==> src/common/ccg_pkg.sv <==
// package: modes, command codes, error numbers for the calibration command gate
package ccg_pkg;

  // ********************************************************************
  // operating modes
  // ********************************************************************
  typedef enum logic [2:0] {
    CCG_MODE_NORMAL   = 3'h0,
    CCG_MODE_SELFTEST = 3'h1,
    CCG_MODE_CAL_AD   = 3'h3,
    CCG_MODE_CAL_OG   = 3'h2,
    CCG_MODE_CAL_HF   = 3'h6,
    CCG_MODE_CAL_VER  = 3'h7
  } ccg_mode_t;

  localparam ccg_mode_t CCG_MODE_RST = CCG_MODE_NORMAL;

  // ********************************************************************
  // command classes, one code per command family
  // ********************************************************************
  typedef enum logic [4:0] {
    CCG_CMD_OFFSET      = 5'h00,
    CCG_CMD_STORE       = 5'h01,
    CCG_CMD_SEL_ADC     = 5'h02,
    CCG_CMD_SEL_HF      = 5'h03,
    CCG_CMD_ERASE       = 5'h04,
    CCG_CMD_DIGITS      = 5'h05,
    CCG_CMD_FUNC        = 5'h06,
    CCG_CMD_GET_OUT     = 5'h07,
    CCG_CMD_GET_CFG     = 5'h08,
    CCG_CMD_FETCH_PRMT  = 5'h09,
    CCG_CMD_GET_STR     = 5'h0a,
    CCG_CMD_GET_OTHER   = 5'h0b,
    CCG_CMD_NUMBER      = 5'h0c,
    CCG_CMD_PUT_CFG     = 5'h0d,
    CCG_CMD_PUT_MASK    = 5'h0e,
    CCG_CMD_PUT_VAR     = 5'h0f,
    CCG_CMD_PUT_STR     = 5'h10,
    CCG_CMD_AUTORANGE   = 5'h11,
    CCG_CMD_RANGE       = 5'h12,
    CCG_CMD_RANGE7      = 5'h13,
    CCG_CMD_RANGE8      = 5'h14,
    CCG_CMD_RATE        = 5'h15,
    CCG_CMD_TRIG        = 5'h16,
    CCG_CMD_TERM        = 5'h17,
    CCG_CMD_CLR_ERR     = 5'h18,
    CCG_CMD_OTHER       = 5'h19,
    CCG_CMD_RESET       = 5'h1a,
    CCG_CMD_TRIG_NOW    = 5'h1b,
    CCG_CMD_QUERY       = 5'h1c
  } ccg_cmd_t;

  // ********************************************************************
  // error numbers reported on refusal
  // ********************************************************************
  localparam logic [7:0] CCG_ERR_NONE     = 8'h00;
  localparam logic [7:0] CCG_ERR_NORMAL   = 8'h33;
  localparam logic [7:0] CCG_ERR_CAL      = 8'h34;
  localparam logic [7:0] CCG_ERR_VERIFY   = 8'h36;
  localparam logic [7:0] CCG_ERR_ADC_VAR  = 8'h38;
  localparam logic [7:0] CCG_ERR_SELFTEST = 8'h3c;

  // serial poll status bits: step complete and service request
  localparam int         CCG_SPOLL_STEP_BIT = 3;
  localparam int         CCG_SPOLL_SRQ_BIT  = 6;
  localparam logic [7:0] CCG_SPOLL_RST      = 8'h08;
  localparam logic [7:0] CCG_MASK_RST       = 8'h00;

endpackage

==> src/common/ccg_cmd_if.sv <==
// interface: checked command passed from the gate to its validity table
`timescale 1ns/1ns
interface ccg_cmd_if;
  import ccg_pkg::*;
  ccg_mode_t  mode;
  ccg_cmd_t   cmd;
  logic       refuse;
  logic [7:0] err_num;
  modport gate  (output mode, output cmd, input refuse, input err_num);
  modport table_side (input mode, input cmd, output refuse, output err_num);
endinterface

==> src/ccg_gate.sv <==
// top: command gate, step-complete tracking and remote erase pairing
`timescale 1ns/1ns
// What this block does, and what its controller does
// refuse mode-invalid commands with mode error number
// verification and converter cal use distinct numbers
// clear step complete on each hand-off
// set step complete when command finishes
// masked service request on step completion
// controller waits up to 22 s after store
// full erase only on erase then store
// other command after erase abandons erasure
// pending erase never times out
// no partial erasure over the bus
// controller waits up to 3 s for erase
// controller sends erase and store together
// controller polls, waits for request, or delays
// sample complete quiet in cal except verification
// mode register selects validity and error number
module ccg_gate (
  input  wire logic                REF_CLK_I,
  input  wire logic                ARST_N_I,
  input  wire logic                CMD_VALID_I,
  input  wire ccg_pkg::ccg_cmd_t   CMD_I,
  input  wire logic [7:0]          CMD_ARG_I,
  input  wire logic                MODE_LOAD_I,
  input  wire ccg_pkg::ccg_mode_t  MODE_I,
  input  wire logic                EXEC_DONE_I,
  input  wire logic                SAMPLE_DONE_I,
  input  wire logic                SPOLL_ACK_I,
  output logic                     CMD_READY_O,
  output logic                     EXEC_VALID_O,
  output ccg_pkg::ccg_cmd_t        EXEC_CMD_O,
  output logic [7:0]               EXEC_ARG_O,
  output logic                     ERASE_ALL_O,
  output logic                     REFUSE_O,
  output logic [7:0]               ERR_NUM_O,
  output logic                     ERASE_PEND_O,
  output logic                     STEP_DONE_O,
  output logic [7:0]               SPOLL_O,
  output logic                     SRQ_O,
  output ccg_pkg::ccg_mode_t       MODE_O,
  output logic                     SAMPLE_DONE_O
);
  import ccg_pkg::*;

  // ********************************************************************
  // state
  // ********************************************************************
  typedef enum logic [1:0] {
    CCG_ST_IDLE  = 2'h0,
    CCG_ST_BUSY  = 2'h1
  } ccg_state_t;

  ccg_cmd_if  chk ();
  ccg_state_t state;
  ccg_mode_t  mode;
  logic       erase_pend;
  logic       step_done;
  logic       srq_mask;
  logic       srq;
  logic       take;
  logic       pass;

  ccg_valid_table u_table (
    .chk (chk)
  );

  assign chk.mode = mode;
  assign chk.cmd  = CMD_I;

  // one command in flight; the input buffer stalls behind a slow store
  assign CMD_READY_O = (state == CCG_ST_IDLE);
  assign take        = CMD_VALID_I && CMD_READY_O;
  assign pass        = take && !chk.refuse;

  // ********************************************************************
  // mode register
  // ********************************************************************
  // a mode load overrides a sub-mode select in the same cycle
  always_ff @(posedge REF_CLK_I or negedge ARST_N_I) begin
    if (!ARST_N_I) begin
      mode <= CCG_MODE_RST;
    end else if (MODE_LOAD_I) begin
      mode <= MODE_I;
    end else if (pass && mode != CCG_MODE_NORMAL &&
                 mode != CCG_MODE_SELFTEST) begin
      if (CMD_I == CCG_CMD_SEL_ADC) begin
        mode <= CCG_MODE_CAL_AD;
      end else if (CMD_I == CCG_CMD_SEL_HF) begin
        mode <= CCG_MODE_CAL_HF;
      end
    end
  end

  // ********************************************************************
  // hand-off to execution side
  // ********************************************************************
  always_ff @(posedge REF_CLK_I or negedge ARST_N_I) begin
    if (!ARST_N_I) begin
      state <= CCG_ST_IDLE;
    end else begin
      case (state)
        CCG_ST_IDLE: begin
          if (pass && !(CMD_I == CCG_CMD_ERASE)) begin
            state <= CCG_ST_BUSY;
          end
        end
        CCG_ST_BUSY: begin
          if (EXEC_DONE_I) begin
            state <= CCG_ST_IDLE;
          end
        end
        default: state <= CCG_ST_IDLE;
      endcase
    end
  end

  always_ff @(posedge REF_CLK_I or negedge ARST_N_I) begin
    if (!ARST_N_I) begin
      EXEC_VALID_O <= 1'b0;
      EXEC_CMD_O   <= CCG_CMD_OFFSET;
      EXEC_ARG_O   <= 8'h00;
      ERASE_ALL_O  <= 1'b0;
    end else begin
      // erase alone is held here, not forwarded: no partial erase path
      EXEC_VALID_O <= pass && CMD_I != CCG_CMD_ERASE;
      ERASE_ALL_O  <= pass && erase_pend && CMD_I == CCG_CMD_STORE;
      if (pass) begin
        EXEC_CMD_O <= CMD_I;
        EXEC_ARG_O <= CMD_ARG_I;
      end
    end
  end

  // ********************************************************************
  // erase pairing
  // ********************************************************************
  always_ff @(posedge REF_CLK_I or negedge ARST_N_I) begin
    if (!ARST_N_I) begin
      erase_pend <= 1'b0;
    end else if (take) begin
      // no timer: only the next command ends the pending erase
      erase_pend <= pass && CMD_I == CCG_CMD_ERASE;
    end
  end

  // ********************************************************************
  // refusal report
  // ********************************************************************
  // a refused command still ends a pending erase through take
  always_ff @(posedge REF_CLK_I or negedge ARST_N_I) begin
    if (!ARST_N_I) begin
      REFUSE_O  <= 1'b0;
      ERR_NUM_O <= CCG_ERR_NONE;
    end else begin
      REFUSE_O <= take && chk.refuse;
      if (take && chk.refuse) begin
        ERR_NUM_O <= chk.err_num;
      end else if (take && CMD_I == CCG_CMD_CLR_ERR) begin
        ERR_NUM_O <= CCG_ERR_NONE;
      end
    end
  end

  // ********************************************************************
  // step complete, mask, service request
  // ********************************************************************
  // set beats clear; they cannot meet with one command in flight
  always_ff @(posedge REF_CLK_I or negedge ARST_N_I) begin
    if (!ARST_N_I) begin
      step_done <= 1'b1;
    end else if (EXEC_DONE_I && state == CCG_ST_BUSY) begin
      step_done <= 1'b1;
    end else if (pass && CMD_I != CCG_CMD_ERASE) begin
      step_done <= 1'b0;
    end
  end

  always_ff @(posedge REF_CLK_I or negedge ARST_N_I) begin
    if (!ARST_N_I) begin
      srq_mask <= 1'b0;
    end else if (pass && CMD_I == CCG_CMD_PUT_MASK) begin
      srq_mask <= CMD_ARG_I[CCG_SPOLL_STEP_BIT];
    end
  end

  // request set on completion wins over the poll acknowledge
  always_ff @(posedge REF_CLK_I or negedge ARST_N_I) begin
    if (!ARST_N_I) begin
      srq <= 1'b0;
    end else if (EXEC_DONE_I && state == CCG_ST_BUSY && srq_mask) begin
      srq <= 1'b1;
    end else if (SPOLL_ACK_I) begin
      srq <= 1'b0;
    end
  end

  // ********************************************************************
  // outputs
  // ********************************************************************
  // selftest readings are not real, so the pulse is blocked there too
  always_ff @(posedge REF_CLK_I or negedge ARST_N_I) begin
    if (!ARST_N_I) begin
      SAMPLE_DONE_O <= 1'b0;
    end else begin
      SAMPLE_DONE_O <= SAMPLE_DONE_I && (mode == CCG_MODE_NORMAL ||
                       mode == CCG_MODE_CAL_VER);
    end
  end

  always_comb begin
    SPOLL_O                     = 8'h00;
    SPOLL_O[CCG_SPOLL_STEP_BIT] = step_done;
    SPOLL_O[CCG_SPOLL_SRQ_BIT]  = srq;
  end

  assign SRQ_O        = srq;
  assign STEP_DONE_O  = step_done;
  assign ERASE_PEND_O = erase_pend;
  assign MODE_O       = mode;

endmodule

==> src/ccg_valid_table.sv <==
// validity table: per mode and command, refusal and error number
`timescale 1ns/1ns
module ccg_valid_table (
  ccg_cmd_if.table_side  chk
);
  import ccg_pkg::*;

  // ********************************************************************
  // lookup
  // ********************************************************************
  logic       cal_bad;
  logic       all_but_ver;
  logic       st_bad;
  logic       nm_bad;

  always_comb begin
    // commands refused in every cal sub-mode (and self-test)
    all_but_ver = 1'b0;
    cal_bad     = 1'b0;
    case (chk.cmd)
      CCG_CMD_OFFSET, CCG_CMD_DIGITS, CCG_CMD_PUT_CFG, CCG_CMD_AUTORANGE,
      CCG_CMD_RANGE, CCG_CMD_RANGE7, CCG_CMD_TRIG, CCG_CMD_RESET,
      CCG_CMD_TRIG_NOW: cal_bad = 1'b1;
      CCG_CMD_RANGE8, CCG_CMD_RATE: all_but_ver = 1'b1;
      default: cal_bad = 1'b0;
    endcase
    case (chk.cmd)
      CCG_CMD_GET_OUT, CCG_CMD_GET_CFG, CCG_CMD_GET_OTHER, CCG_CMD_NUMBER,
      CCG_CMD_PUT_MASK, CCG_CMD_TERM, CCG_CMD_CLR_ERR,
      CCG_CMD_OTHER: st_bad = 1'b0;
      default: st_bad = 1'b1;
    endcase
    case (chk.cmd)
      CCG_CMD_STORE, CCG_CMD_SEL_ADC, CCG_CMD_SEL_HF, CCG_CMD_ERASE,
      CCG_CMD_FETCH_PRMT, CCG_CMD_PUT_VAR, CCG_CMD_PUT_STR: nm_bad = 1'b1;
      default: nm_bad = 1'b0;
    endcase
  end

  always_comb begin
    chk.refuse  = 1'b0;
    chk.err_num = CCG_ERR_NONE;
    case (chk.mode)
      CCG_MODE_NORMAL: begin
        chk.refuse  = nm_bad;
        chk.err_num = nm_bad ? CCG_ERR_NORMAL : CCG_ERR_NONE;
      end
      CCG_MODE_SELFTEST: begin
        chk.refuse  = st_bad;
        chk.err_num = st_bad ? CCG_ERR_SELFTEST : CCG_ERR_NONE;
      end
      CCG_MODE_CAL_VER: begin
        if (chk.cmd == CCG_CMD_STORE || chk.cmd == CCG_CMD_FETCH_PRMT ||
            chk.cmd == CCG_CMD_PUT_VAR) begin
          chk.refuse  = 1'b1;
          chk.err_num = CCG_ERR_VERIFY;
        end else if (cal_bad) begin
          chk.refuse  = 1'b1;
          chk.err_num = CCG_ERR_CAL;
        end
      end
      CCG_MODE_CAL_AD, CCG_MODE_CAL_OG, CCG_MODE_CAL_HF: begin
        if (chk.mode == CCG_MODE_CAL_AD && chk.cmd == CCG_CMD_PUT_VAR) begin
          chk.refuse  = 1'b1;
          chk.err_num = CCG_ERR_ADC_VAR;
        end else if (cal_bad || (all_but_ver &&
                     !(chk.mode == CCG_MODE_CAL_OG &&
                       chk.cmd == CCG_CMD_RANGE8))) begin
          chk.refuse  = 1'b1;
          chk.err_num = CCG_ERR_CAL;
        end
      end
      default: begin
        chk.refuse  = 1'b0;
        chk.err_num = CCG_ERR_NONE;
      end
    endcase
  end

endmodule
==> config.mk <==
export PLATFORM = sky130hd
export DESIGN_NAME = ccg_gate
export DESIGN_NICKNAME = d
export VERILOG_FILES = /design/src/common/ccg_pkg.sv /design/src/common/ccg_cmd_if.sv /design/src/ccg_gate.sv /design/src/ccg_valid_table.sv
export SDC_FILE = /design/constraint.sdc
export NUM_CORES = 1
export LEC_CHECK = 0
export ABC_AREA = 1
export BUFFER_PORTS_ARGS = -buffer_cell sky130_fd_sc_hd__buf_2
export CAP_MARGIN = 30
export CELL_PAD_IN_SITES_DETAIL_PLACEMENT = 0
export CELL_PAD_IN_SITES_GLOBAL_PLACEMENT = 1
export CORE_MARGIN = 8
export CORE_UTILIZATION = 30
export DETAILED_ROUTE_END_ITERATION = 6
export MAX_ROUTING_LAYER = met4
export PLACE_DENSITY_LB_ADDON = 0.08
export REMOVE_ABC_BUFFERS = 1
export SYNTH_ARGS = -nofsm -noshare
export SYNTH_HDL_FRONTEND = slang
export SYNTH_SLANG_ARGS = --single-unit
==> constraint.sdc <==
create_clock -name REF_CLK_I -period 1.3 [get_ports REF_CLK_I]
set_input_delay 0.195 -clock REF_CLK_I [delete_from_list [all_inputs] [get_ports REF_CLK_I]]
set_output_delay 0.195 -clock REF_CLK_I [all_outputs]
set_load 0.02 [all_outputs]
==> results of run 1 <==
==> layout by cell type, fill, tap and decap left out, types with 2 or more instances in the layout <==
cell                         n
sky130_fd_sc_hd__nand2_1    58
sky130_fd_sc_hd__buf_2      53
sky130_fd_sc_hd__buf_4      41
sky130_fd_sc_hd__dfrtp_1    26
sky130_fd_sc_hd__nand3_1    20
sky130_fd_sc_hd__inv_1      19
sky130_fd_sc_hd__nand2_2    18
sky130_fd_sc_hd__nor2_1     13
sky130_fd_sc_hd__o21ai_2     8
sky130_fd_sc_hd__conb_1      8
sky130_fd_sc_hd__buf_6       8
sky130_fd_sc_hd__nand2_4     7
sky130_fd_sc_hd__clkbuf_8    6
sky130_fd_sc_hd__nand3_2     5
sky130_fd_sc_hd__nand4_1     5
sky130_fd_sc_hd__inv_2       4
sky130_fd_sc_hd__ha_1        4
sky130_fd_sc_hd__dfrtp_2     3
sky130_fd_sc_hd__a21oi_2     3
sky130_fd_sc_hd__o21ai_0     3
sky130_fd_sc_hd__a21oi_1     2
sky130_fd_sc_hd__nor3_4      2
sky130_fd_sc_hd__inv_4       2
sky130_fd_sc_hd__clkbuf_16   2
sky130_fd_sc_hd__buf_12      2
==> final cells by class <==
cell class              count  area share
clock inverters             1     0.00183
flip-flops and latches     30       0.276
well taps                  72      0.0329
inverters                  25      0.0361
clock buffers               7      0.0316
repair buffers            107       0.279
multi-input cells         164       0.342
==> stage by stage <==
stage	worst slack (ns)	hold WS, ns	TNS, ns	utilization	total power, mW
after floorplan	-0.520	-0.101	-10.16	-	2.25
after global placement	-0.548	0.232	-14.54	0.423	2.91
after detailed placement	-0.579	0.230	-14.95	0.423	2.92
final	-0.368	0.102	-8.93	0.491	3.99
after CTS	-0.356	0.0945	-8.28	0.457	3.79
after global routing	-0.487	0.0853	-12.41	0.491	4.27
==> worst max-delay path, cell delays in order, from the launching register on <==
cell and delay [ns]:
sky130_fd_sc_hd__dfrtp_2 0.44, sky130_fd_sc_hd__nor2_1 0.11, sky130_fd_sc_hd__nand2_1 0.06, sky130_fd_sc_hd__nand2_1 0.06, sky130_fd_sc_hd__nand2_1 0.06, sky130_fd_sc_hd__nand2_2 0.07, sky130_fd_sc_hd__nand3_2 0.09, sky130_fd_sc_hd__nand2_2 0.08
sky130_fd_sc_hd__nand2_2 0.06, sky130_fd_sc_hd__nor2_4 0.11, sky130_fd_sc_hd__nand2_4 0.12, sky130_fd_sc_hd__clkbuf_16 0.20, sky130_fd_sc_hd__nand2_2 0.05, sky130_fd_sc_hd__nand2_1 0.05
==> where the power goes <==
group / switching, mW / internal (mW)
combinational: 1.05 / 0.757
clock: 0.346 / 0.426
sequential: 0.197 / 1.21
total: 1.59 / 2.40
==> flip-flops by register name (all words and copies together), names as in the netlist <==
signal and flops:
EXEC_ARG_O 8, ERR_NUM_O 5, EXEC_CMD_O 5, MODE_O 3
ERASE_ALL_O 1, ERASE_PEND_O 1, EXEC_VALID_O 1, REFUSE_O 1
SAMPLE_DONE_O 1, SRQ_O 1, STEP_DONE_O 1, srq_mask 1
state 1
==> routing by layer <==
layer / vias to the layer above / GRT usage
li1: 911 / -
met1: 813 / 0.152
met2: 50 / 0.195
met3: 10 / 0.0371
met4: 0 / 0.0631
met5: - / -
==> how the worst min path moves through the flow <==
stage / to / slack [ns] / cells after the start / start
2_1_floorplan: ERASE_ALL_O$_DFF_PN0_ / -0.10 / 0 / ARST_N_I
3_3_place_gp: EXEC_ARG_O[1]$_DFFE_PN0N_ / 0.23 / 2 / ARST_N_I
3_5_place_dp: EXEC_ARG_O[1]$_DFFE_PN0N_ / 0.23 / 2 / ARST_N_I
4_1_cts: SRQ_O$_DFFE_PN0P_ / 0.09 / 2 / SPOLL_ACK_I
5_1_grt: SRQ_O$_DFFE_PN0P_ / 0.09 / 2 / SPOLL_ACK_I
6_report: SRQ_O$_DFFE_PN0P_ / 0.10 / 2 / SPOLL_ACK_I
==> cells by family (layout without fill, tap and decap cells) <==
| family | Yosys count | count (layout) |
|---|---|---|
| AND/OR/NAND/NOR | 133 | 133 |
| buffers and inverters | 39 | 140 |
| flip-flops | 30 | 30 |
| AO/OA/AOI/OAI | 19 | 19 |
| adder cells (fa/ha/maj) | 4 | 4 |
| other | 1 | 8 |
==> timing repair <==
item,CTS,global route
pin swaps,5,5
hold buffers,1,0
cloned,0,3
endpoints found under the setup margin,28,30
hold endpoints to repair,29,0
gates resized for setup,20,32
buffers inserted,4,3
==> metrics.sh, run 1 <==
RUN_STATUS='finished, violations left'
FAILED_CHECKS='setup timing'
FINAL.SETUP_SKEW_NS=0.00209
DETAIL_ROUTE.WIRELENGTH.MET1_MICRONS=2390
RSZ0062_AT_GRT='yes'
SYNTH-WARNING-COUNT=0
WORST_SETUP_PATH_ENDPOINT='EXEC_ARG_O[5]$_DFFE_PN0N_'
FINAL_LAYOUT_SIZE_SUFFIX_GT1_FRAC=0.512
FINALWEIGHTEDCONGESTION=0.859
GLOBAL_ROUTE.USAGE.TOTAL=0.128
ROWS=27
IRDROPWORSTVDD_V=0.000629
CRITPATHMAXFANOUT=6
CORE_REGION_AREA_SQ_MM=0.00557
HIGHEST_LAYER='met4'
INITIAL_ANTENNA_VIOLATION_COUNT=0
HOLD_PATH.CLASS='in2reg'
NETLIST-CELL-TYPE-COUNT=25
CRIT_PATH_CAPTURE_TYPE='flip-flop'
GRT_FIRST_PASS_WIRELENGTH_MICRONS=8670
FINAL_MAX_SLEW_VIOL_COUNT=0
MAXCLOCKFREQUENCY_MHz=599
AREA_DELTA_SYNTH_FINAL_PCT=56.7
FINAL.FILL_COUNT=589
STARTPOINT_TYPE='flip-flop'
TIMING_HOLD_VIOLATIONS_FINAL=0
GRT_START_MAX_NET_PINS=31
INITIAL_UTILIZATION=0.313
POST_LAYOUT_NONFILLER_INSTANCES=406
AREA.SEQUENTIAL_SQ_UM=756
REQUIRED_NS=1.47
WL_MET3_MICRONS=302
PLACED_CELLS_INCL_TAPS=387
CLOCK_LATENCY_NS=0.28
CTS_TREE='built'
CLK_PIN_SLEW_WORST_PATHS_NS=0.06
CRITICAL_PATH.REG2REG.STARTPOINT='MODE_O[0]$_DFFE_PN0P_'
COMBINATIONAL_FAMILY_WITH_THE_MOST_AREA_AFTER_SYNTHESIS='simple AND/OR/NAND/NOR gates'
SETUP.REG_TO_REG.WORST_SLACK_NS=-0.37
PLACED_AREA_SQ_MM=0.00236
FINAL_HPWL_DP_MICRONS=3860
POST_SYNTH_AND_OR_NAND_NOR_AREA_FRACTION=0.344
SYNTH_ASYNC_SR_FLOP_SHARE=1.00
MET2_WIRELENGTH_MICRONS=2300
CTS.SINKS=30
WORSTPATHARRIVAL_NS=1.84
SEQ_CELLS_POST_SYNTH=30
CHIPWIDTH_MICRONS=92.3
HTREE_LEVELS=2
SYNTHADDERAREAFRAC=0.0287
WIRELENGTH_MICRONS=5140
CELL_AREA_AFTER_SYNTHESIS_SQ_MM=0.00175
FIN_WS_NS=-0.368
VIAS=1784
DRT-WIRELENGTH-PER-CELL_MICRONS=12.7
YOSYSSEQAREASHARE=0.431
FLOORPLAN.DIE_AREA_SQ_MM=0.00852
GRT_PASS1_VIAS=1854
CTS.ROOT.BUFFER_CELL='sky130_fd_sc_hd__clkbuf_8'
FINALSETUPVIOLCOUNT=29
TIMING.SETUP.CRITICAL_PATH_CLASS='reg2reg'
CRITICAL_PATH.STARTPOINT='MODE_O[0]$_DFFE_PN0P_'
DRTPASS1ITERATIONS=4
SYNTH-COMPOUND-AREA-SHARE=0.0731
IO_PINS=63
LAYOUT.CELL_AREA.NON_FILLER_SQ_MM=0.00274
CLOCK_TREE_BUF_DEPTH=2
PERIOD_MINUS_SLACK_NS=1.67
SYNTH_AREA_PER_CELL_SQ_UM=7.73
FP.DIEH_MICRONS=92.3
INSERTEDDIODECOUNT=0
SYN-INSTANCE-COUNT=226
SYNTHMOSTINSTANTIATEDCELL='sky130_fd_sc_hd__nand2_1'
AREA_OCCUPIED_BY_MULTI_INPUT_GATES_SQ_UM=937
WORST_R2R_PATH_DEPTH=13
POST_DRT_VIA_CELL_RATIO=4.39
DETAILEDROUTE.FIRSTITERATIONVIOLATIONS=61
POWER.STATIC_LEAKAGE_nW=1.56
TIMING.FINAL.CRIT_SHARE=1.28
YOSYSTOPAREACELLSHARE=0.415
PORT_BUFFERS=54
XOR_XNOR_PORTION_OF_THE_SYNTHESIZED_CELL_AREA=0
YOSYS-MUX-AREA-FRACTION=0
NUMCTSBUFFERS=5
FINAL_ANTENNA_NET_COUNT=0
FINAL_STAGE_NET_COUNT=360
R2R-END='EXEC_ARG_O[5]$_DFFE_PN0N_'
SYNTH_FF_TYPE='sky130_fd_sc_hd__dfrtp_1'
POWER_DENSITY_mW_PER_MM2=1460
LARGEST_CELLS_BY_AREA_AFTER_SYNTHESIS='sky130_fd_sc_hd__dfrtp_1 42%, sky130_fd_sc_hd__nand2_1 15%, sky130_fd_sc_hd__nand3_1 6.6%, sky130_fd_sc_hd__buf_4 4.7%, sky130_fd_sc_hd__inv_1 4.5%'
SYNTH.LARGEST_AREA_CELL='sky130_fd_sc_hd__dfrtp_1'
SYNTH-EDFF-COUNT=0
NETLIST_TOP_CELLS_COUNT='72 x sky130_fd_sc_hd__nand2_1, 29 x sky130_fd_sc_hd__dfrtp_1, 23 x sky130_fd_sc_hd__nand3_1, 21 x sky130_fd_sc_hd__inv_1, 14 x sky130_fd_sc_hd__nor2_1'
MAX_CAP_VIOLATIONS=0
COUNT_OF_UNRESOLVED_DRC_VIOLATIONS_AFTER_ROUTING=0
GRT_TOTAL_OVFL=0
Note: power is estimated with default switching activity, not from simulation.
==> run 2, diff against run 1 <==
- clock period: 1.3 -> 2.1 ns (I/O delays scaled with it)
==> run 2 against run 1 <==
The run now ends clean. Worst setup slack improved by 0.71 ns. Final cell count down 12%. Routed wire length decreased by 10%. Clock skew is 0.0028 ns higher. Via count decreased by 12%. First-iteration DRC count is 23% lower. Critical path type is now in2reg. Largest cell class unchanged.
==> metrics.sh, run 2 (synthesized netlist as in run 1, its figures left out) <==
SEQ_POWER_SHARE=0.393
MOSTFREQUENTLAYOUTCELLS='72 x sky130_fd_sc_hd__nand2_1, 54 x sky130_fd_sc_hd__buf_2, 29 x sky130_fd_sc_hd__dfrtp_1, 23 x sky130_fd_sc_hd__nand3_1, 21 x sky130_fd_sc_hd__inv_1'
FINAL_ANTENNA_NET_COUNT=0
SETUP.REG_TO_REG.WORST_SLACK_NS=0.37
LARGEST_REGISTER_FF_COUNT=8
FINAL.SETUP_SKEW_NS=0.00490
INSERTEDDIODECOUNT=0
FINAL_STAGE_NET_COUNT=311
P_COMB_FRAC=0.390
AREA_DELTA_SYNTH_FINAL_PCT=23.1
R2R-END='EXEC_ARG_O[7]$_DFFE_PN0N_'
POWER_DENSITY_mW_PER_MM2=1000
FINAL_CORE_UTILIZATION=0.386
HOLD_PATH.CLASS='in2async'
CTS.SINKS=30
SW_FRAC_OF_TOTAL=0.400
HOLD-WORST-SLACK_NS=0.0696
STARTPOINT_TYPE='input pin'
WORST_R2R_PATH_DEPTH=13
NUMCTSBUFFERS=5
FINALPOWER_mW=2.16
CTS-RESIZED-GATES=0
LAYOUT.CELL_AREA.NON_FILLER_SQ_MM=0.00215
POWER.SWITCHING_uW=864
INITIAL_ANTENNA_VIOLATION_COUNT=0
RSZ0062_AT_GRT='no'
FINALWEIGHTEDCONGESTION=0.852
PLACED_AREA_SQ_MM=0.00206
CRITPATHMAXFANOUT=18
FINAL.SETUP.TNS_NS=0
POST_DRT_VIA_CELL_RATIO=4.41
MAX_CAP_VIOLATIONS=0
ROWS=27
TIMING.FINAL.CRIT_SHARE=0.835
FINAL_MAX_SLEW_VIOL_COUNT=0
POWER.STATIC_LEAKAGE_nW=1.25
REQUIRED_NS=2.26
WIRELENGTH_MICRONS=4610
HTREE_LEVELS=2
GRT_PASS1_VIAS=1639
TIMING_WORST_SLEW_PIN_VALUE_NS=0.661
TIMING.SETUP.CRITICAL_PATH_CLASS='in2reg'
CTS.ROOT.BUFFER_CELL='sky130_fd_sc_hd__clkbuf_8'
POST-CTS-SETUP-BUFFER-COUNT=0
CRIT_PATH_CAPTURE_TYPE='flip-flop'
SLEW_HEADROOM=0.559
RUN_STATUS='complete, no violations'
GLOBAL_ROUTE.USAGE.TOTAL=0.115
FINALSETUPVIOLCOUNT=0
TIMING_HOLD_VIOLATIONS_FINAL=0
CLKPWRFRAC=0.217
GRT_FIRST_PASS_WIRELENGTH_MICRONS=7780
CTS_TREE='built'
CLOCK_TREE_BUF_DEPTH=2
MOSTFREQUENTLAYOUTCELL='sky130_fd_sc_hd__nand2_1'
CRITICAL_PATH.REG2REG.STARTPOINT='MODE_O[0]$_DFFE_PN0P_'
LARGEST_REGISTER='EXEC_ARG_O'
PERIOD_MINUS_SLACK_NS=1.75
VIAS=1573
PORT_BUFFERS=54
DRTPASS1ITERATIONS=4
DETAILEDROUTE.FIRSTITERATIONVIOLATIONS=47
FP.DIEH_MICRONS=92.3
IRDROPWORSTVDD_V=0.000315
POWER.INTERNAL_mW=1.30
DRT-WIRELENGTH-PER-CELL_MICRONS=12.9
INITIAL_UTILIZATION=0.313
GRT_START_MAX_NET_PINS=31
MAXCLOCKFREQUENCY_MHz=570
WORSTPATHARRIVAL_NS=1.92
POST_CTS_HOLD_BUFFER_COUNT=0
GRT_TOTAL_OVFL=0
CHIPWIDTH_MICRONS=92.3
CORE_REGION_AREA_SQ_MM=0.00557
LARGESTREGISTERS='EXEC_ARG_O (8), ERR_NUM_O (5), EXEC_CMD_O (5)'
FINAL_LAYOUT_SIZE_SUFFIX_GT1_FRAC=0.330
COUNT_OF_UNRESOLVED_DRC_VIOLATIONS_AFTER_ROUTING=0
FLOORPLAN.DIE_AREA_SQ_MM=0.00852
IO_PINS=63
CLOCK_LATENCY_NS=0.28
FINAL_HPWL_DP_MICRONS=3690
CLK_PIN_SLEW_WORST_PATHS_NS=0.06
==> run 2: changes by cell type in the layout (fill, tap and decap cells not counted), moves of 4 or more <==
cell,before,now
sky130_fd_sc_hd__buf_4,41,3
sky130_fd_sc_hd__buf_6,8,0
sky130_fd_sc_hd__nand2_1,58,72
sky130_fd_sc_hd__nand2_2,18,11
sky130_fd_sc_hd__nand2_4,7,0
sky130_fd_sc_hd__o21ai_0,3,7
==> run 2: area by class of cell <==
type | count | area [sq um]
clock buffers | 7 | 86.3
clock inverters | 1 | 5.00
fillers | 627 | 3420
inverters | 25 | 96.3
multi-input cells | 164 | 808
flip-flops and latches | 30 | 752
well taps | 72 | 90.1
repair buffers | 58 | 313
==> run 2: critical path: stages <==
cell and delay [ns]:
sky130_fd_sc_hd__buf_2 0.10, sky130_fd_sc_hd__inv_1 0.07, sky130_fd_sc_hd__ha_1 0.25, sky130_fd_sc_hd__o21ai_0 0.21, sky130_fd_sc_hd__nand3_2 0.12, sky130_fd_sc_hd__nand2_2 0.08
sky130_fd_sc_hd__nand3_2 0.08, sky130_fd_sc_hd__nand2_1 0.06, sky130_fd_sc_hd__nand2_1 0.06, sky130_fd_sc_hd__nor2_2 0.12, sky130_fd_sc_hd__nand2_2 0.14, sky130_fd_sc_hd__buf_12 0.20
sky130_fd_sc_hd__nand2_1 0.06, sky130_fd_sc_hd__nand2_1 0.05
==> run 2: power groups by stage <==
stage                     sequential, mW  combinational [mW]  clock [mW]
after detailed placement           0.861               0.861           0
after global routing               0.871               0.925       0.520
final                              0.848               0.843       0.468
after CTS                          0.852               0.863       0.491
after global placement             0.861               0.859           0
after floorplan                     1.08               0.318           0
==> run 2: metal layers <==
layer | wire [microns] | GRT usage
met1 | 2140 | 0.135
met2 | 2100 | 0.181
met4 | 73 | 0.0443
met3 | 285 | 0.0355
met5 | 0 | -
==> run 2: through the flow <==
step                      std cells  setup WS, ns
after floorplan                 219         0.160
after detailed placement        349        0.0551
after CTS                       357         0.346
final                           357         0.346
after global placement          349        0.0894
after global routing            357        0.0885
==> run 2: how the worst max path moves through the flow <==
stage	startpoint	to
floorplan	CMD_I[0]	srq_mask$_DFFE_PN0P_
global placement	CMD_I[1]	ERR_NUM_O[3]$_DFFE_PN0P_
detailed placement	CMD_I[1]	EXEC_ARG_O[7]$_DFFE_PN0N_
CTS	CMD_I[1]	EXEC_ARG_O[7]$_DFFE_PN0N_
global route	CMD_I[0]	EXEC_ARG_O[7]$_DFFE_PN0N_
finish	CMD_I[0]	EXEC_ARG_O[7]$_DFFE_PN0N_
